[config.mk]
export PLATFORM = sky130hd
export DESIGN_NAME = fpr_router
export DESIGN_NICKNAME = d
export VERILOG_FILES = /design/src/verilog/fpr_router.v /design/src/verilog/fpr_port_diag.v
export VERILOG_INCLUDE_DIRS = /design/src /design/src/common
export SDC_FILE = /design/constraint.sdc
export NUM_CORES = 1
export LEC_CHECK = 0
export BUFFER_PORTS_ARGS = -buffer_cell sky130_fd_sc_hd__buf_4
export CORE_MARGIN = 8
export CORE_UTILIZATION = 50
export CTS_CLUSTER_DIAMETER = 50
export DETAILED_ROUTE_END_ITERATION = 8
export GPL_ROUTABILITY_DRIVEN = 1
export PLACE_DENSITY = 0.92
export SYNTH_ARGS = -nofsm -noshare
export SYNTH_HDL_FRONTEND = slang
export SYNTH_HIERARCHICAL = 1
export SYNTH_SLANG_ARGS = --single-unit
[constraint.sdc]
create_clock -name clk -period 1.6 [get_ports clk]
set_input_delay 0.08 -clock clk [delete_from_list [all_inputs] [get_ports clk]]
set_output_delay 0.08 -clock clk [all_outputs]
set_load 0.005 [all_outputs]
[src/common/fpr_map.vh]
/*
 Constants for the fiber port configuration router.
 Assumes a single 20 MHz system clock.
*/
`ifndef FPR_MAP_VH
`define FPR_MAP_VH
// -----------------------------------------------------------------
// Switch reset values (all off by default)
// -----------------------------------------------------------------
`define FPR_TOPO_RST      1'b0
`define FPR_POL_RST       1'b0
`define FPR_RED_RST       1'b0
`define FPR_BDIS_RST      1'b0
// -----------------------------------------------------------------
// Optical level codes
// -----------------------------------------------------------------
`define FPR_LVL_W         2
`define FPR_LVL_ERROR     2'h0
`define FPR_LVL_CRIT      2'h1
`define FPR_LVL_GOOD      2'h2
`define FPR_LVL_VGOOD     2'h3
// -----------------------------------------------------------------
// Bar graph: bit 0 yellow, bit 1 lower green, bit 2 upper green
// -----------------------------------------------------------------
`define FPR_BAR_W         3
`define FPR_BAR_OFF       3'h0
`define FPR_BAR_CRIT      3'h1
`define FPR_BAR_GOOD      3'h3
`define FPR_BAR_VGOOD     3'h7
`endif

[src/verilog/fpr_router.v]
/*
 Fiber port configuration router: captures option switches after
 reset, routes serial data between the copper side and fiber ports A
 and B, handles idle polarity and redundancy failover.
 Assumes all inputs synchronous to clk; srst acts as power-on reset.
*/
`timescale 1ns/1ps
`include "fpr_map.vh"
module fpr_router (
   clk,
   srst,
   clk_en,
   two_port_variant,
   topology_select_switch,
   idle_polarity_switch,
   redundancy_enable_switch,
   second_port_disable_switch,
   serial_rx,
   fiber_a_rx,
   fiber_b_rx,
   fiber_a_level,
   fiber_b_level,
   serial_tx,
   fiber_a_tx,
   fiber_b_tx,
   bar_graph_a,
   bar_graph_b,
   error_led_a,
   error_led_b,
   star_mode,
   normal_idle_polarity,
   redundancy_mode,
   port_b_active,
   active_on_b
);
   input                   clk;
   input                   srst;
   input                   clk_en;
   input                   two_port_variant;
   input                   topology_select_switch;
   input                   idle_polarity_switch;
   input                   redundancy_enable_switch;
   input                   second_port_disable_switch;
   input                   serial_rx;
   input                   fiber_a_rx;
   input                   fiber_b_rx;
   input  [`FPR_LVL_W-1:0] fiber_a_level;
   input  [`FPR_LVL_W-1:0] fiber_b_level;
   output                  serial_tx;
   output                  fiber_a_tx;
   output                  fiber_b_tx;
   output [`FPR_BAR_W-1:0] bar_graph_a;
   output [`FPR_BAR_W-1:0] bar_graph_b;
   output                  error_led_a;
   output                  error_led_b;
   output                  star_mode;
   output                  normal_idle_polarity;
   output                  redundancy_mode;
   output                  port_b_active;
   output                  active_on_b;

   reg                     serial_tx;
   reg                     fiber_a_tx;
   reg                     fiber_b_tx;
   reg                     star_mode;
   reg                     normal_idle_polarity;
   reg                     redundancy_mode;
   reg                     port_b_active;
   reg                     active_on_b;
   reg                     captured;
   reg                     next_serial_tx;
   reg                     line_a_tx;
   reg                     line_b_tx;
   wire                    a_log;
   wire                    b_log;
   wire                    inverted_idle_polarity;

   // -----------------------------------------------------------------
   // Configuration capture
   // -----------------------------------------------------------------
   // capture once after reset
   always @(posedge clk) begin
      if (srst) begin
         captured             <= 1'b0;
         star_mode            <= `FPR_TOPO_RST;
         normal_idle_polarity <= `FPR_POL_RST;
         redundancy_mode      <= `FPR_RED_RST;
         port_b_active        <= 1'b0;
      end else if (clk_en && !captured) begin
         captured             <= 1'b1;
         star_mode            <= topology_select_switch;
         redundancy_mode      <= two_port_variant && redundancy_enable_switch;
         normal_idle_polarity <= idle_polarity_switch &&
                                 !(two_port_variant && redundancy_enable_switch);
         port_b_active        <= two_port_variant && !second_port_disable_switch;
      end
   end

   // -----------------------------------------------------------------
   // Idle polarity
   // -----------------------------------------------------------------
   // Inverted idle keeps light on between characters for diagnostics
   assign inverted_idle_polarity = !normal_idle_polarity;

   // -----------------------------------------------------------------
   // Failover
   // -----------------------------------------------------------------
   always @(posedge clk) begin
      if (srst) begin
         active_on_b <= 1'b0;
      end else if (clk_en) begin
         // switch to B at critical or error level
         // Sticky until reset so a marginal port A cannot flap the path
         // A disabled port B leaves the path on A
         if (redundancy_mode && port_b_active &&
             fiber_a_level <= `FPR_LVL_CRIT) begin
            active_on_b <= 1'b1;
         end else if (!redundancy_mode) begin
            active_on_b <= 1'b0;
         end
      end
   end

   // -----------------------------------------------------------------
   // Receive decode (light on = 1 when inverted polarity)
   // -----------------------------------------------------------------
   // A disabled port B reads as idle high
   assign a_log = inverted_idle_polarity ? fiber_a_rx : !fiber_a_rx;
   assign b_log = port_b_active ? (inverted_idle_polarity ? fiber_b_rx : !fiber_b_rx) : 1'b1;

   // -----------------------------------------------------------------
   // Data routing
   // -----------------------------------------------------------------

   always @* begin
      line_a_tx      = serial_rx;
      line_b_tx      = 1'b1;
      next_serial_tx = 1'b1;
      if (redundancy_mode) begin
         next_serial_tx = active_on_b ? b_log : a_log;
         line_a_tx      = serial_rx;
         line_b_tx      = serial_rx;
      end else if (star_mode) begin
         next_serial_tx = a_log & b_log;
         line_a_tx      = serial_rx;
         line_b_tx      = serial_rx;
      end else begin
         next_serial_tx = a_log;
         // Serial and B merge by AND, both idle high
         line_a_tx      = serial_rx & b_log;
         line_b_tx      = a_log;
      end
   end

   // -----------------------------------------------------------------
   // Transmit registers
   // -----------------------------------------------------------------
   always @(posedge clk) begin
      if (srst) begin
         serial_tx  <= 1'b1;
         fiber_a_tx <= 1'b1;
         fiber_b_tx <= 1'b0;
      end else if (clk_en) begin
         serial_tx  <= next_serial_tx;
         fiber_a_tx <= inverted_idle_polarity ? line_a_tx : !line_a_tx;
         fiber_b_tx <= port_b_active &&
                       (inverted_idle_polarity ? line_b_tx : !line_b_tx);
      end
   end

   // -----------------------------------------------------------------
   // Diagnostics
   // -----------------------------------------------------------------
   // Port A counts as active once the settings are captured
   fpr_port_diag u_diag_a (
      .clk                     (clk),
      .srst                    (srst),
      .clk_en                  (clk_en),
      .port_active             (captured),
      .diag_enable             (inverted_idle_polarity),
      .rx_level                (fiber_a_level),
      .optical_level_bar_graph (bar_graph_a),
      .error_led               (error_led_a)
   );

   fpr_port_diag u_diag_b (
      .clk                     (clk),
      .srst                    (srst),
      .clk_en                  (clk_en),
      .port_active             (port_b_active),
      .diag_enable             (inverted_idle_polarity),
      .rx_level                (fiber_b_level),
      .optical_level_bar_graph (bar_graph_b),
      .error_led               (error_led_b)
   );
endmodule // fpr_router

[src/verilog/fpr_port_diag.v]
/*
 Per-port optical diagnostics: bar graph and error lamp.
 Assumes the level code is synchronous to clk.
*/
`timescale 1ns/1ps
`include "fpr_map.vh"
module fpr_port_diag (
   clk,
   srst,
   clk_en,
   port_active,
   diag_enable,
   rx_level,
   optical_level_bar_graph,
   error_led
);
   input                   clk;
   input                   srst;
   input                   clk_en;
   input                   port_active;
   input                   diag_enable;
   input  [`FPR_LVL_W-1:0] rx_level;
   output [`FPR_BAR_W-1:0] optical_level_bar_graph;
   output                  error_led;

   reg    [`FPR_BAR_W-1:0] optical_level_bar_graph;
   reg                     error_led;
   reg    [`FPR_BAR_W-1:0] next_bar;

   always @* begin
      next_bar = `FPR_BAR_OFF;
      case (rx_level)
         `FPR_LVL_VGOOD: next_bar = `FPR_BAR_VGOOD;
         `FPR_LVL_GOOD:  next_bar = `FPR_BAR_GOOD;
         `FPR_LVL_CRIT:  next_bar = `FPR_BAR_CRIT;
         default:        next_bar = `FPR_BAR_OFF;
      endcase
   end

   always @(posedge clk) begin
      if (srst) begin
         optical_level_bar_graph <= `FPR_BAR_OFF;
         error_led               <= 1'b0;
      end else if (clk_en) begin
         optical_level_bar_graph <= (port_active && diag_enable) ? next_bar : `FPR_BAR_OFF;
         error_led               <= port_active && (rx_level == `FPR_LVL_ERROR);
      end
   end
endmodule // fpr_port_diag

==> run_results.csv <==
group,metric,value,unit
logic_synthesis,dominantRegCellSynth,"sky130_fd_sc_hd__dfxtp_1",
global_routing,first_global_vias,741,
final_layout,drive_above_1_share,30.8,%
hold_path,holdCritPathClass,"in -> reg",
global_routing,first_pass_grt_wire_length,3.20,mm
global_routing,grtUsageTotal,12.4,%
final_layout,largestRegisters,"u_diag_a/optical_level_bar_graph: 3 flops, u_diag_b/optical_level_bar_graph: 3 flops",
power,comb_power_share,15.4,%
logic_synthesis,post_syn_area,791,µm²
setup_path,cp.required,1.85,ns
logic_synthesis,syn_nets,104,
logic_synthesis,asyncSetResetFlopFracSynth,0,%
placement,place_worst_setup_slack,0.491,ns
global_routing,grt_antenna_before_repair,0,
timing,final.period_utilization,71.8,%
timing,slew_headroom,75.9,%
power,ir_drop,0.497,mV
final_layout,mostFrequentLayoutCell,"sky130_fd_sc_hd__buf_4",
timing,rsz0062_at_grt,"false",
die,die-height,55.8,µm
die,pin_count,31,
power,clockPowerShare,28.7,%
logic_synthesis,postSynthRegisterBits,17,
final_layout,antenna-diode-count,0,
final_layout,sequential_cell_area,340,µm²
timing,final_hold_viol_count,0,
route,totalWireLength,1.95,mm
logic_synthesis,postSynthCellCount,89,
clock_network,htree_num_levels,1,
route,drt-pass1-iter-count,4,
clock_network,cts_root_buffer,"sky130_fd_sc_hd__clkbuf_4",
timing,worst_clock_skew,0.00154,ns
die,floorplan.initialDensity,53.1,%
die,row_count,14,
timing,final.hold.worst_slack,0.0273,ns
logic_synthesis,post_synthesis_area_per_instance,8.88,µm²
placement,place.detailed.hpwl,1.42,mm
power,power_density,778,nW/µm²
clock_network,cts_resized,0,
setup_path,timing.critical_path.from_type,"flip-flop",
route,first_iter_violations,14,
placement,post_dp_cell_area,1020,µm²
route,num_vias,753,
timing,final.setup.tns,0,ns
setup_path,critPathArrivalTime,1.40,ns
final_layout,finalNetCount,136,
power,switching_power_as_a_share_of_total_power,25.9,%
global_routing,pin_count_of_the_biggest_net_entering_global_routing,26,
setup_path,worst-path-max-fanout,8,
final_layout,final.fill_count,118,
setup_path,worstSetupEndpointType,"flip-flop",
clock_network,worst_setup_hold_path_clk_slew,0.10,ns
clock_network,quantity_of_hold_fixing_buffers_added_after_cts,0,
run_status,run_status,"completed",
power,internal_power_summed_over_all_cells,601,µW
logic_synthesis,yosysSeqAreaShare,43.0,%
final_layout,mostFrequentLayoutCells,"sky130_fd_sc_hd__buf_4, sky130_fd_sc_hd__dfxtp_1, sky130_fd_sc_hd__a21oi_1",
power,proportion_of_power_drawn_by_flip_flops_and_latches,56.0,%
power,power_switching,210,µW
timing,setup_ws,0.451,ns
clock_network,cts.sinks,17,
timing,maxSlewViolCount,0,
run,max-cap-violations,0,
clock_network,cts_tree,"built",
placement,routability_cong,0.784,
die,fp.dieW,55.8,µm
timing,worstMarginPinSlew,0.361,ns
logic_synthesis,ys.warnings.count,6,
die,dieArea,3110,µm²
setup_path,worstSetupPathType,"reg -> reg",
timing,setup-violations-final,0,
logic_synthesis,synth_edf_count,0,
clock_network,clk_path_buf_depth,2,
clock_network,clock_insertion_delay_at_the_later_pin_of_the_skew_report,0.29,ns
route,avgViaCountPerCell,5.54,
placement,port_buffers,30,
timing,fmaxAchievable,871,MHz
final_layout,areaGrowthSynthToFinish,31.8,%
global_routing,overall_overflow_remaining_after_global_route,0,
final_layout,design_area,1040,µm²
logic_synthesis,synthDistinctLibCells,28,
route,drt.antenna.violating_nets,0,
final_layout,multiInputGateArea,408,µm²
die,placeableCoreArea,1490,µm²
route,detail_route.drc_violations,0,
clock_network,number_of_buffers_inserted_by_post_cts_setup_repair,0,
power,power.static_leakage,0.418,nW
timing,min_period,1.15,ns
route,wire_per_inst,14.3,µm
clock_network,cts-buffers-inserted,3,
==> synthesized netlist by cell type, types with 2 or more instances <==
cell | instances | area [µm²]
sky130_fd_sc_hd__dfxtp_1 | 17 | 340
sky130_fd_sc_hd__a21oi_1 | 13 | 65.1
sky130_fd_sc_hd__nand2_1 | 11 | 41.3
sky130_fd_sc_hd__nand2b_1 | 8 | 50.1
sky130_fd_sc_hd__inv_1 | 6 | 22.5
sky130_fd_sc_hd__nor2_1 | 4 | 15.0
sky130_fd_sc_hd__o2111ai_1 | 3 | 26.3
sky130_fd_sc_hd__nand3_1 | 2 | 10.0
sky130_fd_sc_hd__nand4_1 | 2 | 12.5
sky130_fd_sc_hd__nand4b_1 | 2 | 17.5
sky130_fd_sc_hd__nand4bb_1 | 2 | 22.5
sky130_fd_sc_hd__o21ai_0 | 2 | 10.0
sky130_fd_sc_hd__o32ai_1 | 2 | 17.5
==> critical path, stage by stage (launching register included) <==
cell and delay, ns:
sky130_fd_sc_hd__dfxtp_1 0.55, sky130_fd_sc_hd__xnor2_2 0.14, sky130_fd_sc_hd__o311ai_2 0.24, sky130_fd_sc_hd__o32a_2 0.17
==> power by group through the flow <==
stage / Clock (mW) / Combinational [mW] / Sequential [mW]
4_1_cts: 0.239 / 0.125 / 0.453
2_1_floorplan: 0 / 0.0606 / 0.460
6_report: 0.232 / 0.125 / 0.454
5_1_grt: 0.263 / 0.136 / 0.457
3_3_place_gp: 0 / 0.121 / 0.462
3_5_place_dp: 0 / 0.124 / 0.463
==> final cells by class <==
type,count,share of cell area (%)
Timing Repair Buffer,30,21.6
Tap cell,16,1.92
Sequential cell,17,32.7
Inverter,6,2.16
Clock buffer,4,2.52
Multi-Input combinational cell,63,39.1
==> metrics by stage <==
stage | total power [mW] | utilization, % | std cells
final | 0.811 | 70.0 | 136
after global routing | 0.855 | 70.0 | 136
after CTS | 0.817 | 70.0 | 136
after detailed placement | 0.587 | 68.2 | 132
after global placement | 0.583 | 68.2 | 132
after floorplan | 0.520 | - | 89
==> routing by layer <==
| metal | track usage, % | wire length (µm) | part of all wire (%) | vias up |
|---|---|---|---|---|
| li1 | - | - | - | 384 |
| met1 | 12.4 | 757 | 39 | 336 |
| met2 | 20.8 | 1030 | 53 | 29 |
| met3 | 3.42 | 118 | 6.1 | 4 |
| met4 | 9.86 | 39 | 2.0 | 0 |
| met5 | 0 | 0 | 0 | - |
==> cell families (layout without fill, tap and decap cells) <==
family | Yosys count | count (layout) | synth area share (%)
AOI/OAI and AO/OA | 25 | 25 | 22.0
xor gates and xnor gates | 3 | 3 | 4.27
buffers and inverters | 9 | 40 | 5.38
DFF | 17 | 17 | 43.0
and+or+nand+nor | 35 | 35 | 25.3
==> final timing paths <==
path	end	start	slack [ns]	cells after the start
max	serial_tx	normal_idle_polarity	0.45	3
min	star_mode	topology_select_switch	0.03	3
max reg2reg	serial_tx	normal_idle_polarity	0.45	3
min reg2reg	fiber_b_tx	fiber_b_tx	0.46	2
Power figures use the tool's default switching activity.
